`config.mk`:
```
export PLATFORM = sky130hd
export DESIGN_NAME = wdw_top
export DESIGN_NICKNAME = d
export VERILOG_FILES = /design/src/shared/wdw_pkg.sv /design/src/logic/wdw_sync.sv /design/src/logic/wdw_tick.sv /design/src/logic/wdw_top.sv
export SDC_FILE = /design/constraint.sdc
export NUM_CORES = 1
export LEC_CHECK = 0
export BUFFER_PORTS_ARGS = -buffer_cell sky130_fd_sc_hd__buf_2
export CAP_MARGIN = 15
export CORE_MARGIN = 4
export CORE_UTILIZATION = 45
export CTS_CLUSTER_DIAMETER = 40
export DETAILED_ROUTE_END_ITERATION = 7
export PLACE_DENSITY_LB_ADDON = 0.2
export SLEW_MARGIN = 40
export SYNTH_ARGS = -nofsm -noshare
export SYNTH_HDL_FRONTEND = slang
export SYNTH_SLANG_ARGS = --single-unit
```
`constraint.sdc`:
```
create_clock -name clk_sys -period 3.8 [get_ports clk_sys]
set_input_delay 0.57 -clock clk_sys [delete_from_list [all_inputs] [get_ports clk_sys]]
set_output_delay 0.57 -clock clk_sys [all_outputs]
set_load 0.02 [all_outputs]
```
`src/shared/wdw_pkg.sv`:
```
// package of offsets, fields, reset values and timing counts for the watchdog
package wdw_pkg;
   // register byte offsets on the apb
   localparam logic [7:0] OFF_WDT_CTRL = 8'h00;
   localparam logic [7:0] OFF_RST_CAUSE = 8'h04;
   localparam logic [7:0] OFF_WAKE_EN = 8'h08;
   localparam logic [7:0] OFF_STATUS = 8'h0c;
   localparam logic [7:0] OFF_IRQ_STAT = 8'h10;
   localparam logic [7:0] OFF_IRQ_MASK = 8'h14;
   localparam logic [7:0] OFF_COMMAND = 8'h18;
   // watchdog control fields and reset values
   localparam int KEY_LSB = 3;
   localparam int SEL_LSB = 0;
   localparam logic [4:0] KEY_DISABLE = 5'h15;
   localparam logic [4:0] KEY_ENABLE = 5'h0a;
   localparam logic [7:0] WDT_CTRL_RST = 8'h53;
   // reset cause register fields
   localparam int RC_KEY_BIT = 0;
   localparam int RC_LVK_BIT = 1;
   localparam int RC_LV_BIT = 2;
   localparam int RC_PIN_BIT = 3;
   // status register fields
   localparam int ST_EXP_BIT = 0;
   localparam int ST_PD_BIT = 1;
   localparam int ST_EN_BIT = 2;
   localparam int ST_HALT_BIT = 3;
   // command register bits
   localparam int CMD_CLR_BIT = 0;
   localparam int CMD_HALT_BIT = 1;
   // interrupt status bits
   localparam int IRQ_TIMEOUT = 0;
   localparam int IRQ_WAKE = 1;
   localparam int IRQ_KEYRST = 2;
   // software reset delay and pulse length
   localparam int SW_RST_DELAY_NS = 1000;
   localparam int CLK_PERIOD_NS = 25;
   localparam int SW_RST_DELAY_CYC =
      (SW_RST_DELAY_NS + CLK_PERIOD_NS - 1) / CLK_PERIOD_NS;
   localparam int RST_PULSE_CYC = 4;
   // wake cause codes
   typedef enum logic [2:0] {
      WK_NONE = 3'h0,
      WK_PORT = 3'h1,
      WK_PIN = 3'h2,
      WK_IRQ = 3'h3,
      WK_WDT = 3'h4
   } wdw_cause_e;
endpackage : wdw_pkg

```
`src/logic/wdw_sync.sv`:
```
// two-flop synchroniser for a bus of asynchronous inputs
module wdw_sync #(
   parameter int W = 8
) (
   // clock and reset
   input wire logic clk_sys,
   input wire logic rst_n,
   // data
   input wire logic [W-1:0] din,
   output logic [W-1:0] dout
);
   typedef struct packed {
      logic [W-1:0] s1;
      logic [W-1:0] s2;
   } wdw_sync_s;
   wdw_sync_s r_q, r_d;

   // first stage only feeds the second stage
   always_comb begin
      r_d = r_q;
      r_d.s1 = din;
      r_d.s2 = r_q.s1;
   end

   always_ff @(posedge clk_sys) begin
      if (!rst_n) begin
         r_q <= '0;
      end else begin
         r_q <= r_d;
      end
   end

   assign dout = r_q.s2;
endmodule : wdw_sync

```
`src/logic/wdw_tick.sv`:
```
// edge detector turning the slow rc clock level into one-cycle ticks
module wdw_tick (
   // clock and reset
   input wire logic clk_sys,
   input wire logic rst_n,
   // synchronised slow clock level
   input wire logic osc_lvl,
   output logic tick
);
   typedef struct packed {
      logic last;
      logic tick;
   } wdw_tick_s;
   wdw_tick_s r_q, r_d;

   // one tick per rising edge of the slow clock
   always_comb begin
      r_d = r_q;
      r_d.last = osc_lvl;
      r_d.tick = osc_lvl & ~r_q.last;
   end

   always_ff @(posedge clk_sys) begin
      if (!rst_n) begin
         r_q <= '0;
      end else begin
         r_q <= r_d;
      end
   end

   assign tick = r_q.tick;
endmodule : wdw_tick

```
`src/logic/wdw_top.sv`:
```
// watchdog timer and sleep wake-up logic with apb registers
// Function
// - in halt, wake on port a fall, reset pin, interrupt or overflow
// - reset pin wake gives full reset; overflow wake gives watchdog reset
// - power-down flag cleared at power-up and clear, set by halt
// - overflow in halt sets expired flag, resets only pc and sp
// - per-pin wake enable for port a falls; resume after halt
// - disabled interrupt or full stack: resume after halt, keep pending
// - enabled interrupt with free stack: vector at once on wake
// - interrupt already pending before halt cannot wake
// - watchdog counts the slow rc oscillator, ratio 2^8 to 2^18
// - timeout select maps codes to 2^8,10,12,14,15,16,17,18
// - bad key reset sets key reset flag; only software clears it
// - after power-on key is 01010 and timeout select 011
// - timeout in normal run resets device and sets expired flag
// - counter cleared by key reset, clear, halt, or reset pin low
// - halt clears counter; it runs only when enabled
// - halt sets power-down flag and clears expired flag
//
// Implementation choices: the APB interface to the registers and the register addresses.
module wdw_top #(
   parameter int PORT_W = 8,
   parameter int NIRQ = 4
) (
   // clock and reset
   input wire logic clk_sys,
   input wire logic rst_n,
   // apb slave
   input wire logic psel,
   input wire logic penable,
   input wire logic pwrite,
   input wire logic [7:0] paddr,
   input wire logic [31:0] pwdata,
   output logic [31:0] prdata,
   output logic pready,
   output logic pslverr,
   // asynchronous pins
   input wire logic osc_slow,
   input wire logic [PORT_W-1:0] port_a,
   input wire logic ext_rst_pin_n,
   input wire logic reset_pin_select,
   // interrupt controller side, same clock
   input wire logic [NIRQ-1:0] irq_req,
   input wire logic [NIRQ-1:0] irq_en,
   input wire logic stack_full,
   // reset and wake outputs to the core
   output logic full_rst,
   output logic wdt_rst,
   output logic pcsp_rst,
   output logic resume,
   output logic irq_vector,
   output logic irq_out
);
   typedef struct packed {
      logic [7:0] ctrl;
      logic [3:0] cause;
      logic [PORT_W-1:0] wake_en;
      logic exp;
      logic pd;
      logic halted;
      logic [NIRQ-1:0] armed;
      logic [PORT_W-1:0] pa_last;
      logic [1:0] warm;
      logic [17:0] cnt;
      logic [7:0] dly;
      logic dly_run;
      logic [3:0] rst_cnt;
      logic [2:0] istat;
      logic [2:0] imask;
      logic full_rst;
      logic wdt_rst;
      logic pcsp_rst;
      logic resume;
      logic irq_vector;
      logic irq_out;
      logic [31:0] prdata;
      logic pready;
      logic pslverr;
   } wdw_top_s;
   wdw_top_s r_q, r_d;

   logic [PORT_W-1:0] pa_s;
   logic [1:0] pin_s;
   logic osc_tick;

   // port a, slow clock and reset pin cross into clk_sys through two flops
   wdw_sync #(.W(PORT_W)) u_sync_pa (
      .clk_sys(clk_sys),
      .rst_n(rst_n),
      .din(port_a),
      .dout(pa_s)
   );
   wdw_sync #(.W(2)) u_sync_pin (
      .clk_sys(clk_sys),
      .rst_n(rst_n),
      .din({osc_slow, ext_rst_pin_n}),
      .dout(pin_s)
   );
   wdw_tick u_tick (
      .clk_sys(clk_sys),
      .rst_n(rst_n),
      .osc_lvl(pin_s[1]),
      .tick(osc_tick)
   );

   // timeout count for the selected ratio
   function automatic logic [17:0] limit(input logic [2:0] sel);
      logic [4:0] sh;
      sh = (sel < 3'h4) ? 5'(5'd8 + {sel, 1'b0}) : 5'(5'd11 + 5'(sel));
      limit = 18'(({1'b0, 18'h0} | 19'h1) << sh) - 18'h1;
   endfunction : limit

   logic acc, wr, rd, apb_hit, pin_low, en, key_bad, tmo;
   logic clr_cmd, halt_cmd, pa_fall, irq_wake;
   logic [4:0] key;

   always_comb begin
      r_d = r_q;
      acc = psel & penable & ~r_q.pready;
      wr = acc & pwrite;
      rd = acc & ~pwrite;
      key = r_q.ctrl[wdw_pkg::KEY_LSB +: 5];
      en = (key == wdw_pkg::KEY_ENABLE);
      key_bad = ~en & (key != wdw_pkg::KEY_DISABLE);
      // pin flops read low until filled after reset, so hold off two cycles
      pin_low = reset_pin_select & ~pin_s[0] & r_q.warm[1];
      clr_cmd = wr && paddr == wdw_pkg::OFF_COMMAND &&
         pwdata[wdw_pkg::CMD_CLR_BIT];
      halt_cmd = wr && paddr == wdw_pkg::OFF_COMMAND &&
         pwdata[wdw_pkg::CMD_HALT_BIT] && !r_q.halted;
      tmo = en && osc_tick &&
         r_q.cnt == limit(r_q.ctrl[wdw_pkg::SEL_LSB +: 3]);
      pa_fall = |(r_q.pa_last & ~pa_s & r_q.wake_en);
      irq_wake = |(irq_req & r_q.armed);
      apb_hit = 1'b1;
      r_d.pa_last = pa_s;
      r_d.warm = {r_q.warm[0], 1'b1};
      r_d.pready = acc;
      r_d.pslverr = 1'b0;
      r_d.prdata = 32'h0;
      r_d.full_rst = 1'b0;
      r_d.wdt_rst = 1'b0;
      r_d.pcsp_rst = 1'b0;
      r_d.resume = 1'b0;
      r_d.irq_vector = 1'b0;
      // watchdog counter
      if (en && osc_tick) begin
         r_d.cnt = r_q.cnt + 18'h1;
      end
      // an overflow restarts the divider, else a wake would wait a full wrap
      if (tmo) begin
         r_d.cnt = 18'h0;
      end
      if (clr_cmd) begin
         r_d.pd = 1'b0;
      end
      // register writes
      if (wr) begin
         unique case (paddr)
            wdw_pkg::OFF_WDT_CTRL: r_d.ctrl = pwdata[7:0];
            wdw_pkg::OFF_RST_CAUSE: r_d.cause = r_q.cause & pwdata[3:0];
            wdw_pkg::OFF_WAKE_EN: r_d.wake_en = pwdata[PORT_W-1:0];
            wdw_pkg::OFF_IRQ_STAT: r_d.istat = r_q.istat & ~pwdata[2:0];
            wdw_pkg::OFF_IRQ_MASK: r_d.imask = pwdata[2:0];
            wdw_pkg::OFF_COMMAND: ;
            default: apb_hit = 1'b0;
         endcase
      end
      if (rd) begin
         unique case (paddr)
            wdw_pkg::OFF_WDT_CTRL: r_d.prdata = {24'h0, r_q.ctrl};
            wdw_pkg::OFF_RST_CAUSE: r_d.prdata = {28'h0, r_q.cause};
            wdw_pkg::OFF_WAKE_EN: r_d.prdata = 32'(r_q.wake_en);
            wdw_pkg::OFF_STATUS: r_d.prdata = {28'h0, r_q.halted, en,
               r_q.pd, r_q.exp};
            wdw_pkg::OFF_IRQ_STAT: r_d.prdata = {29'h0, r_q.istat};
            wdw_pkg::OFF_IRQ_MASK: r_d.prdata = {29'h0, r_q.imask};
            wdw_pkg::OFF_COMMAND: r_d.prdata = 32'h0;
            default: apb_hit = 1'b0;
         endcase
      end
      r_d.pslverr = acc & ~apb_hit;
      // bad key arms the delayed software reset once
      if (key_bad && !r_q.dly_run) begin
         r_d.dly_run = 1'b1;
         r_d.dly = 8'h0;
      end else if (r_q.dly_run) begin
         r_d.dly = r_q.dly + 8'h1;
      end
      if (clr_cmd || halt_cmd || pin_low || key_bad) begin
         r_d.cnt = 18'h0;
      end
      // halt entry
      if (halt_cmd) begin
         r_d.halted = 1'b1;
         r_d.pd = 1'b1;
         r_d.exp = 1'b0;
         r_d.cnt = 18'h0;
         r_d.armed = ~irq_req;
      end
      // wake sources while halted
      if (r_q.halted) begin
         if (pin_low) begin
            r_d.halted = 1'b0;
            r_d.rst_cnt = 4'(wdw_pkg::RST_PULSE_CYC);
            r_d.istat[wdw_pkg::IRQ_WAKE] = 1'b1;
         end else if (tmo) begin
            r_d.halted = 1'b0;
            r_d.exp = 1'b1;
            r_d.wdt_rst = 1'b1;
            r_d.pcsp_rst = 1'b1;
            r_d.istat[wdw_pkg::IRQ_WAKE] = 1'b1;
            r_d.istat[wdw_pkg::IRQ_TIMEOUT] = 1'b1;
         end else if (pa_fall || irq_wake) begin
            r_d.halted = 1'b0;
            r_d.istat[wdw_pkg::IRQ_WAKE] = 1'b1;
            if (irq_wake && |(irq_req & r_q.armed & irq_en) && !stack_full) begin
               r_d.irq_vector = 1'b1;
            end else begin
               r_d.resume = 1'b1;
            end
         end
      end else if (tmo) begin
         r_d.exp = 1'b1;
         r_d.rst_cnt = 4'(wdw_pkg::RST_PULSE_CYC);
         r_d.istat[wdw_pkg::IRQ_TIMEOUT] = 1'b1;
      end
      // delayed key reset
      if (r_q.dly_run && r_q.dly == 8'(wdw_pkg::SW_RST_DELAY_CYC - 1)) begin
         r_d.dly_run = 1'b0;
         r_d.cause[wdw_pkg::RC_KEY_BIT] = 1'b1;
         r_d.rst_cnt = 4'(wdw_pkg::RST_PULSE_CYC);
         r_d.istat[wdw_pkg::IRQ_KEYRST] = 1'b1;
      end
      // device reset pulse restores control defaults
      if (r_q.rst_cnt != 4'h0) begin
         r_d.rst_cnt = r_q.rst_cnt - 4'h1;
         r_d.full_rst = 1'b1;
         r_d.ctrl = wdw_pkg::WDT_CTRL_RST;
         r_d.cnt = 18'h0;
         r_d.halted = 1'b0;
         r_d.dly_run = 1'b0;
      end
      r_d.irq_out = |(r_d.istat & r_d.imask);
   end

   always_ff @(posedge clk_sys) begin
      if (!rst_n) begin
         r_q <= '0;
         r_q.ctrl <= wdw_pkg::WDT_CTRL_RST;
         r_q.pd <= 1'b0;
      end else begin
         r_q <= r_d;
      end
   end

   assign prdata = r_q.prdata;
   assign pready = r_q.pready;
   assign pslverr = r_q.pslverr;
   assign full_rst = r_q.full_rst;
   assign wdt_rst = r_q.wdt_rst;
   assign pcsp_rst = r_q.pcsp_rst;
   assign resume = r_q.resume;
   assign irq_vector = r_q.irq_vector;
   assign irq_out = r_q.irq_out;

   // checks kept beside the logic; all sample on clk_sys, quiet in reset
   chk_halt_flags: assert property (@(posedge clk_sys)
      disable iff (!rst_n)
      halt_cmd && r_q.rst_cnt == 4'h0 |=> r_q.pd && !r_q.exp && r_q.halted)
      else $error("halt flags wrong");
   chk_halt_cnt: assert property (@(posedge clk_sys)
      disable iff (!rst_n)
      halt_cmd |=> r_q.cnt == 18'h0)
      else $error("halt did not clear counter");
   chk_clr_pd: assert property (@(posedge clk_sys)
      disable iff (!rst_n)
      clr_cmd && !halt_cmd |=> !r_q.pd)
      else $error("clear kept power-down flag");
   chk_wdt_wake: assert property (@(posedge clk_sys)
      disable iff (!rst_n)
      r_q.halted && tmo && !pin_low && r_q.rst_cnt == 4'h0
      |=> r_q.wdt_rst && r_q.pcsp_rst && r_q.exp && !r_q.full_rst)
      else $error("watchdog wake wrong");
   chk_run_tmo: assert property (@(posedge clk_sys)
      disable iff (!rst_n)
      !r_q.halted && tmo |=> ##1 r_q.full_rst [*4])
      else $error("timeout reset missing");
   chk_key_rst: assert property (@(posedge clk_sys)
      disable iff (!rst_n)
      key_bad && !r_q.dly_run && r_q.rst_cnt == 4'h0
      |-> ##[1:60] r_q.cause[wdw_pkg::RC_KEY_BIT])
      else $error("bad key did not reset");
   chk_key_sticky: assert property (@(posedge clk_sys)
      disable iff (!rst_n)
      r_q.cause[wdw_pkg::RC_KEY_BIT] && !wr
      |=> r_q.cause[wdw_pkg::RC_KEY_BIT])
      else $error("key flag cleared by hardware");
   chk_port_wake: assert property (@(posedge clk_sys)
      disable iff (!rst_n)
      r_q.halted && pa_fall && !pin_low && !tmo && !irq_wake
      && r_q.rst_cnt == 4'h0 |=> r_q.resume && !r_q.halted)
      else $error("port wake missed");
   chk_no_count: assert property (@(posedge clk_sys)
      disable iff (!rst_n)
      !en && r_q.rst_cnt == 4'h0
      |=> r_q.cnt <= $past(r_q.cnt))
      else $error("counter ran while disabled");
   // wake priority and the interrupt response on wake
   chk_pin_wake: assert property (@(posedge clk_sys)
      disable iff (!rst_n)
      r_q.halted && pin_low && r_q.rst_cnt == 4'h0
      |=> !r_q.halted && !r_q.wdt_rst ##1 r_q.full_rst [*4])
      else $error("pin wake did not reset");
   chk_irq_vector: assert property (@(posedge clk_sys)
      disable iff (!rst_n)
      r_q.halted && irq_wake && !pin_low && !tmo && r_q.rst_cnt == 4'h0
      && |(irq_req & r_q.armed & irq_en) && !stack_full
      |=> r_q.irq_vector && !r_q.resume && !r_q.halted)
      else $error("enabled wake interrupt not taken");
   chk_irq_resume: assert property (@(posedge clk_sys)
      disable iff (!rst_n)
      r_q.halted && irq_wake && !pin_low && !tmo && r_q.rst_cnt == 4'h0
      && (!(|(irq_req & r_q.armed & irq_en)) || stack_full)
      |=> r_q.resume && !r_q.irq_vector && !r_q.halted)
      else $error("held wake interrupt did not resume");
   chk_pend_no_wake: assert property (@(posedge clk_sys)
      disable iff (!rst_n)
      r_q.halted && !pin_low && !tmo && !pa_fall && r_q.rst_cnt == 4'h0
      && (irq_req & r_q.armed) == '0 |=> r_q.halted)
      else $error("pending interrupt woke the device");
   chk_pend_disarm: assert property (@(posedge clk_sys)
      disable iff (!rst_n)
      halt_cmd |=> (r_q.armed & $past(irq_req)) == '0)
      else $error("pending interrupt left armed");
   // counter restart and reset pulse shape
   chk_tmo_restart: assert property (@(posedge clk_sys)
      disable iff (!rst_n)
      tmo |=> r_q.cnt == 18'h0)
      else $error("counter kept running past timeout");
   chk_pulse_len: assert property (@(posedge clk_sys)
      disable iff (!rst_n)
      $rose(r_q.full_rst) |-> r_q.full_rst [*4] ##1 !r_q.full_rst)
      else $error("device reset pulse length wrong");
   chk_ctrl_restore: assert property (@(posedge clk_sys)
      disable iff (!rst_n)
      r_q.full_rst |-> r_q.ctrl == wdw_pkg::WDT_CTRL_RST)
      else $error("reset pulse left control unrestored");
   // main scenarios reached
   cov_halt: cover property (@(posedge clk_sys) halt_cmd);
   cov_wdt_wake: cover property (@(posedge clk_sys) r_q.pcsp_rst);
   cov_irq_vec: cover property (@(posedge clk_sys) r_q.irq_vector);
   cov_port_wake: cover property (@(posedge clk_sys) r_q.resume);
   cov_key_rst: cover property (@(posedge clk_sys)
      r_q.cause[wdw_pkg::RC_KEY_BIT]);
endmodule : wdw_top

```
==> flow_results.org, run 1 <==
** Worst setup path
- Critical register-to-register path startpoint :: r_q[106]$_SDFFE_PP1P_
- The worst register-to-register path ends at r_q[72]$_SDFFE_PP0P_.
- Kind of start point of the critical path :: flip-flop
- For the worst flop-to-flop path, the logic depth is 10.
- Across all register-to-register paths, the minimum setup slack is 0.59 ns.
- Critical path class :: reg2reg
- Capturing element type of the critical path :: flip-flop
- Crit path required time :: 4.06 ns
- Along the worst path, the maximum fanout reaches 18.
- Arrival time at the worst endpoint :: 3.47 ns

** Cells and area
- In the layout the commonest cells are 111 x dfxtp_1, 84 x nor2_1, 56 x buf_2.
- The repair_antennas step left the layout with diodes totalling 0.
- Counting the fill cells in the layout gives 1,001.
- Proportion of layout cells with a drive suffix above 1 :: 15.8%
- Nets :: 645
- Share of the core filled with cells in the final layout :: 51.0%
- After the flow finishes, the layout carries non-filler instances totaling 717.
- Post-route cell area :: 0.00531 mm2
- Most frequent standard cell in the layout excluding fill and tap cells :: dfxtp_1
- From synthesis to final layout, the design area changed by 8.91%.

** Logic synthesis
- The synthesized netlist contains 65 unique library cells.
- Synth Flop Type :: dfxtp_1
- Mean cell area of the mapped netlist :: 9.11 um2
- Sequential-to-total area share from yosys stat :: 45.6%
- Largest area contributor in the synthesized netlist :: dfxtp_1
- The synthesized design contains 111 register bits.
- Of the post-synthesis cell area, the dominant cell type holds 45.6%.
- Proportion of synthesized flip-flops having asynchronous set or reset :: 0%
- EDFF count, synth :: 0
- Counting every instance in the synthesized netlist gives 535.
- The mapped netlist covers 0.00487 mm2.
- Count of yosys warnings during synthesis :: 0
- By area the synthesized netlist is led by dfxtp_1 46%, mux2i_1 6.8%, nor2_1 6.5%.

** Routing
- After detailed routing, the number of remaining DRC violations is 0.
- Per-cell via count in the routed design :: 4.96
- After detailed routing, the average wire length per cell comes to 13.5 um.
- Total wirelength of the detailed-routed design :: 9.72 mm
- The first detailed-routing pass ran for 4 iterations.
- In this run, the number of DRC markers left after iteration 0 of detailed routing was 124.
- Number of nets with antenna violations after routing :: 0
- Detailed-route via count :: 3,558

** Timing
- The number of hold violations in the final report was 0.
- Based on the critical path, the design can be clocked at up to 311 MHz.
- The worst pin sits at a relative slew slack of 45.7%.
- Final Max Slew Viols :: 0
- Slew at the pin closest to its max-slew limit :: 0.807 ns
- Fraction of the cycle the final worst path needs :: 84.5%
- Unrepaired setup endpoints after global routing :: false
- Subtracting the final worst setup slack from the clock period gives 3.21 ns.
- Clock skew :: 0.0113 ns
- Final number of setup-violating endpoints :: 0
- Hold is met by 0.392 ns.
- Total Negative Setup Slacks :: 0 ns

** Global route
- Total congestion overflow after global routing :: 0
- Across every metal layer, demand over resource in global routing totals 15.9%.
- Via count of the first global-routing pass :: 3,526
- Wire length of the first global-routing pass :: 16.5 mm
- Entering global routing, the biggest net connects 39 pins.
- The initial antenna violation count was 0.

** Floorplanning
- Num ports :: 105
- Once the floorplan was initialized, standard cells occupied 46.8% of the core.
- In this run the horizontal extent of the chip is 112 um.
- Core area :: 0.0104 mm2
- DIE HEIGHT :: 112 um
- Row generation in the floorplan step produced 37 rows.
- The die covers 0.0126 mm2.

** Clock network
- The clock tree synthesis step divided the H-tree into 3 levels.
- Count of cells resized by post-cts repair :: 0
- The clock reaches the later pin of the worst-skew pair after 0.37 ns.
- Maximum clock path buffer count :: 2
- The number of setup buffers added after CTS is 0.
- After clock tree synthesis, the clock-pin slew on the worst setup and hold paths is 0.11 ns.
- Clock buffer count from CTS :: 9
- Count of hold-fix buffers inserted at cts :: 0
- TritonCTS built the clock tree.
- Counting every sink on the clock net gives 111.
- Root buf cell :: clkbuf_8

** Power
- Registers are responsible for 59.4% of the overall power.
- For this design the ratio of total power to cell area is 375 mW/mm2.
- Worst IR Drop VDD :: 0.276 mV
- The analysis attributes to cell leakage a power of 2.25 nW.
- Net switching is 25.7% of the power.
- The share of total power dissipated in the clock network is 35.5%.
- The internal portion of the total power is 1.48 mW.
- Combinational cell fraction of total power :: 5.1%
- Reported net switching power :: 511 uW

** Place
- In this run, placement finished with an instance count of 701.
- In this run the tool buffered the top-level ports with 56 buffer cells.
- After detailed placement, the total cell area comes to 0.00510 mm2.
- At the end of routability-driven placement, the weighted congestion stood at 0.823.
- Placed wire-length estimate after detailed placement :: 7.28 mm

** Worst hold path
- Worst Hold Path Cells :: 2
- Startpoint of the tightest hold check path :: port_a[1]
- Hold/Removal Path Class :: in2reg
- Worst-case hold path end point :: u_sync_pa.r_d[1]$_SDFF_PN0_

** Flow run
- Max-cap viol count :: 0

** Outcome
- Status :: finished, final reports clean
cells by family (layout without fill, tap and decap cells):
kind of cell	count (synthesis)	count (layout)	synth area share, %
buffers and inverters	65	88	7.93
XOR/XNOR	28	28	5.03
flip-flops	111	111	45.6
adder cells (fa/ha/maj)	4	4	1.03
other	1	24	0.0769
multiplexers	37	37	7.93
AND/OR/NAND/NOR	233	233	24.4
AO/OA/AOI/OAI	56	56	8.04
power by group through the flow:
| stage | clock [mW] | sequential, mW | combinational (mW) |
|---|---|---|---|
| floorplan | 0 | 1.21 | 0.0810 |
| finish | 0.707 | 1.18 | 0.101 |
| global route | 0.784 | 1.18 | 0.111 |
| detailed placement | 0 | 1.21 | 0.101 |
| global placement | 0 | 1.21 | 0.0993 |
| CTS | 0.739 | 1.18 | 0.101 |
flip-flops by register name, indices dropped and copies added, names as in the netlist, 2 cells and up:
signal           cells
u_sync_pin.r_d       2
r_q                 68
prdata               8
u_sync_pa.r_d        8
u_sync_pin.dout      2
u_sync_pa.dout       8
key                  5
synth_stat cells (all sizes together) (3+ instances only):
| cell | instances |
|---|---|
| dfxtp | 111 |
| nor2 | 84 |
| nand2 | 41 |
| buf | 38 |
| mux2i | 33 |
| and2 | 31 |
| xor2 | 16 |
| clkbuf | 15 |
| nand3 | 15 |
| a21oi | 14 |
| xnor2 | 12 |
| inv | 11 |
| nand4 | 9 |
| nor3 | 8 |
| nor2b | 6 |
| nand3b | 5 |
| o22ai | 5 |
| or2 | 5 |
| a31oi | 4 |
| ha | 4 |
| o211ai | 4 |
| o21ai | 4 |
| or3 | 4 |
| and3 | 3 |
| mux2 | 3 |
| nand2b | 3 |
| nand4b | 3 |
| nor3b | 3 |
| nor4 | 3 |
| o2111ai | 3 |
| o311a | 3 |
| or4 | 3 |
how the worst max path moves through the flow:
stage,start,end,slack (ns),cells past startpoint
floorplan,r_q[107]$_SDFFE_PP1P_,r_q[67]$_SDFFE_PP0P_,0.94,13
global placement,r_q[106]$_SDFFE_PP1P_,r_q[61]$_SDFFE_PP0P_,0.69,10
detailed placement,r_q[106]$_SDFFE_PP1P_,r_q[64]$_SDFFE_PP0P_,0.61,10
CTS,r_q[106]$_SDFFE_PP1P_,r_q[64]$_SDFFE_PP0P_,0.59,10
global route,r_q[106]$_SDFFE_PP1P_,r_q[73]$_SDFFE_PP0P_,0.38,10
finish,r_q[106]$_SDFFE_PP1P_,r_q[72]$_SDFFE_PP0P_,0.59,10
per-layer routing:
layer | part of all wire, % | wire (um) | up-vias | track usage, %
li1 | - | - | 1853 | -
met1 | 45 | 4330 | 1611 | 19.1
met2 | 49 | 4760 | 77 | 28.2
met3 | 4.5 | 442 | 17 | 3.61
met4 | 1.9 | 182 | 0 | 5.37
met5 | 0 | 0 | - | 0
cell type report:
cell class,instances,area [um2],share of cell area (%)
clock buffers,9,124,2.33
inverters,12,45.0,0.849
well taps,136,170,3.21
repair buffers,60,310,5.85
flip-flops and latches,111,2220,41.9
clock inverters,7,85.1,1.60
multi-input cells,382,2350,44.3
metrics by stage:
stage	total power, mW	worst slack (ns)
floorplan	1.29	0.941
global placement	1.31	0.686
detailed placement	1.31	0.609
CTS	2.02	0.587
global route	2.08	0.378
finish	1.99	0.590
critical path, stage by stage (launching register included):
cell and delay (ns):
dfxtp_1 0.57, inv_1 0.16, ha_1 0.41, xor2_1 0.20
o22ai_1 0.11, a41o_1 0.22, or4_4 0.44, nor4_4 0.51
or4_1 0.19, buf_4 0.22, nor2_1 0.07
Power figures use the tool's default switching activity.
==> run 2, diff against run 1 <==
--- a/config.mk
+++ b/config.mk
@@ -5,6 +5,7 @@
 export SDC_FILE = /design/constraint.sdc
 export NUM_CORES = 1
 export LEC_CHECK = 0
+export ABC_AREA = 1
 export BUFFER_PORTS_ARGS = -buffer_cell sky130_fd_sc_hd__buf_2
 export CAP_MARGIN = 15
 export CORE_MARGIN = 4
==> constraint.sdc (replaced) <==
create_clock -name clk_sys -period 3.3 [get_ports clk_sys]
set_input_delay 0.495 -clock clk_sys [delete_from_list [all_inputs] [get_ports clk_sys]]
set_output_delay 0.495 -clock clk_sys [all_outputs]
set_load 0.02 [all_outputs]
==> run 2 against run 1 <==
Sequential power grew 17%. Setup slack gained 0.13 ns. Sequential share of layout area shrank 3.0 points. Die area grew 5.8%. Synthesized cell count grew 31%. Global-route usage grew 1.3 points. Clock skew shrank 0.0040 ns. Largest power group unchanged.
==> flow_results.org, run 2 <==
** Floorplanning
- For this configuration, the core starts out at a cell density of 46.9%.
- Measured along the x axis, the die boundary spans 115 um.
- DIE HEIGHT :: 115 um
- Core area :: 0.0110 mm2
- Number of cell rows :: 38
- Num ports :: 105
- The die covers 0.0133 mm2.

** Timing
- After layout, the worst path uses 78.2% of the clock period.
- Setup violations remaining at the end of the flow were counted as 0.
- Clock skew :: 0.00722 ns
- Summed over all failing endpoints, the final setup total negative slack is 0 ns.
- Period minus WS final :: 2.58 ns
- Unrepaired setup endpoints after global routing :: false
- For this run, the top clock speed supported by timing is 388 MHz.
- Slew at the pin closest to its max-slew limit :: 0.582 ns
- The number of hold violations in the final report is 0.
- Headroom to the max-slew limit came out at 60.9%.
- Final Max Slew Viols :: 0

** Power
- Total power divided by cell area :: 455 mW/mm2
- Across the VDD grid, the largest voltage drop is 0.439 mV.
- Leakage dissipation :: 2.71 nW

** Clock network
- Root buf cell :: clkbuf_16
- The number of gates resized after CTS was 0.
- Clock buffer count from CTS :: 9
- Maximum level of the CTS H-tree :: 3
- Number of post-CTS setup repair buffers :: 0
- Maximum clock path buffer count :: 2
- Clock-pin slew reported for the worst setup and hold paths after clock tree synthesis :: 0.07 ns
- TritonCTS built the clock tree.
- The number of hold buffers added after CTS was 0.
- CTS sink cnt :: 111
- The clock reaches the later pin of the worst-skew pair after 0.36 ns.

** Worst setup path
- The critical path is of the reg2reg type.
- At the worst endpoint, the arrival time is 2.83 ns.
- The endpoint identified for the worst register-to-register timing path is r_q[76]$_SDFFE_PP0P_.
- The kind of cell with the highest combined delay along the critical path is simple AND/OR/NAND/NOR gates.
- STA classifies the critical path endpoint as a flip-flop.
- The slowest stage of the critical path is the dfxtp_1 cell.
- Along the worst path, the maximum fanout reaches 17.
- Slowest cell delay on critical path :: 0.47 ns
- Together, buffers and inverters on the worst path number 3.
- The worst setup path is launched from a flip-flop.
- Top cell by count, worst path :: nand2_1
- Counting cells, the worst reg-to-reg path comes to 15.
- Crit path required time :: 3.55 ns
- Setup slack on the worst reg-to-reg path comes out at 0.72 ns.
- Critical register-to-register path startpoint :: r_q[106]$_SDFFE_PP1P_
- Cell breakdown of the critical path :: inv_2 -> ha_1 -> nand3_1 -> inv_1 -> nand4_1 -> nand2_1 -> nand2_1 -> nand2_1 -> nand3_1 -> nor3_2 -> nand3_2 -> nand2_4 -> inv_1 -> nand2_1 -> nor2_1

** Logic synthesis
- For this run, the number of Yosys warnings is 0.
- The synthesized netlist occupies a cell area of 0.00518 mm2.
- The most common cell in the synthesized netlist is nand2_1.
- Proportion of synthesized flip-flops having asynchronous set or reset :: 0%
- Simple-Gate Fraction of Synth Area :: 29.4%
- Dominant combinational cell family by area after synthesis :: simple AND/OR/NAND/NOR gates
- Synthesis inferred 111 register bits.
- Ranked by total cell area, the synthesized netlist is headed by dfxtp_1 43%, nand2_1 11%, inv_1 7.4%.
- Summing the sequential cell areas from Yosys gives 42.9% of the chip area.
- Share of the synthesized area in the top cell type :: 42.9%
- Largest area contributor in the synthesized netlist :: dfxtp_1
- Summing the areas of all xor and xnor instances in the mapped netlist gives 3.04% of the synthesized area.
- The portion of synthesized area spent on multiplexers is 0%.
- The synthesized netlist devotes 9.62% of its cell area to compound gates.
- The cell count after synthesis came out at 701.
- By count the netlist is led by 145 x nand2_1, 111 x dfxtp_1, 102 x inv_1.
- In the synthesized netlist the dominant register cell turns out to be dfxtp_1.
- Mean cell area of the mapped netlist :: 7.39 um2
- The synthesized design contains 0 enable-type register cells.
- Adder-cell share of the synthesized area :: 0.967%
- The synthesized netlist contains 44 unique library cells.

** Routing
- Final routed DRC violation total :: 0
- Per-cell via count in the routed design :: 4.81
- The routed design has 11.0 mm of wire.
- The pre-antenna-repair detailed-routing pass consisted of 5 iterations.
- The first routing iteration left 202 violations.
- Post-DR wirelength/cell :: 12.3 um
- After detailed routing, the wire length on met1 is 5.00 mm.
- Wire segments on met2 add up to 4.97 mm in the final route.
- Detailed routing inserted a total of 4,317 vias.
- Max Used Layer :: met4
- The detail route stage leaves a number of antenna-violating nets equal to 0.
- Met3 wire length :: 775 um

** Place
- Number of port buffers :: 56
- Including well taps, the total number of placed cells is 881.
- At the end of routability-driven placement, the weighted congestion stood at 0.886.
- Placed wire-length estimate after detailed placement :: 8.53 mm

** Global route
- Wire length of the first global-routing pass :: 18.1 mm
- Global routing used 17.2% of the available tracks.
- The via count of the first global-routing pass was 3,942.
- Entering global routing, the biggest net connects 48 pins.
- Total congestion overflow after global routing :: 0
- The initial antenna violation count came to 0.

** Cells and area
- Leaving out fill and tap cells, the most frequent cell in the layout is nand2_1.
- Filler-free cell count of the finished design :: 897
- The number of antenna diodes in the final layout is 0.
- The library cells used most frequently in the layout, excluding fill and tap cells, are 145 x nand2_1, 111 x dfxtp_1, 102 x inv_1.
- Area growth, synth to finish :: 10.4%
- Number of flip-flops under the largest register name :: 68
- Proportion of layout cells with a drive suffix above 1 :: 15.2%
- Register containing the most flip-flops in the final layout :: r_q
- Nets :: 821

** Worst hold path
- Along the worst hold path, the cell count comes to 2.
- Hold/Removal Path Class :: in2reg
- Worst-case hold path end point :: irq_vector$_SDFF_PP0_
- The startpoint identified for the worst hold timing path is stack_full.

** Flow run
- Across the run, the number of max-cap violations was 0.

** Outcome
- Status :: finished, final reports clean
run 2: cell families after synthesis:
kind of cell | count (synthesis)
AND/OR/NAND/NOR | 326
buffers and inverters | 153
flip-flops | 111
AO/OA/AOI/OAI | 88
XOR/XNOR | 18
adder cells (fa/ha/maj) | 4
other | 1
run 2: worst register-to-register path: stages (launching register included):
cell	delay [ns]
dfxtp_1	0.47
inv_2	0.10
ha_1	0.35
nand3_1	0.16
inv_1	0.12
nand4_1	0.11
nand2_1	0.08
nand2_1	0.04
nand2_1	0.09
nand3_1	0.09
nor3_2	0.20
nand3_2	0.20
nand2_4	0.24
inv_1	0.09
nand2_1	0.07
nor2_1	0.04
run 2: metal layers:
metal  global-route usage (%)  vias to the layer above
met5                        0                        -
met4                     6.81                        0
met3                     5.58                       24
met2                     27.9                      129
met1                     21.2                     1899
li1                         -                     2265
run 2: metrics by stage:
stage | cell area [um2] | hold WS [ns] | power [mW] | worst slack (ns) | utilization, %
3_5_place_dp | 5440 | 0.377 | 1.61 | 0.732 | 49.4
4_1_cts | 5720 | 0.299 | 2.63 | 0.726 | 51.8
3_3_place_gp | 5440 | 0.373 | 1.61 | 0.820 | 49.3
6_report | 5720 | 0.308 | 2.60 | 0.720 | 51.8
5_1_grt | 5720 | 0.308 | 2.70 | 0.444 | 51.8
2_1_floorplan | 5260 | 0.368 | 1.57 | 1.25 | -
run 2: where the power goes:
group / leakage (nW) / internal (mW) / total [mW] / switching [mW]
clock network: 0.132 / 0.521 / 1.02 / 0.502
logic: 1.67 / 0.0547 / 0.202 / 0.147
registers: 0.900 / 1.37 / 1.38 / 0.0107
run 2: how the worst max path moves through the flow:
stage                      endpoint  cells past startpoint                   from  slack [ns]
2_1_floorplan  r_q[71]$_SDFFE_PP0P_                     14  r_q[107]$_SDFFE_PP1P_        1.25
3_3_place_gp   r_q[76]$_SDFFE_PP0P_                     15  r_q[107]$_SDFFE_PP1P_        0.82
3_5_place_dp   r_q[76]$_SDFFE_PP0P_                     15  r_q[107]$_SDFFE_PP1P_        0.73
6_report       r_q[76]$_SDFFE_PP0P_                     15  r_q[106]$_SDFFE_PP1P_        0.72
5_1_grt        r_q[76]$_SDFFE_PP0P_                     15  r_q[107]$_SDFFE_PP1P_        0.44
4_1_cts        r_q[76]$_SDFFE_PP0P_                     15  r_q[107]$_SDFFE_PP1P_        0.73
run 2: cell type report:
type                    count  area (um2)
flip-flops and latches    111        2220
well taps                 140         175
clock buffers              11         233
repair buffers             59         303
clock inverters             5        41.3
multi-input cells         460        2320
fillers                  1067        5310
inverters                 111         422
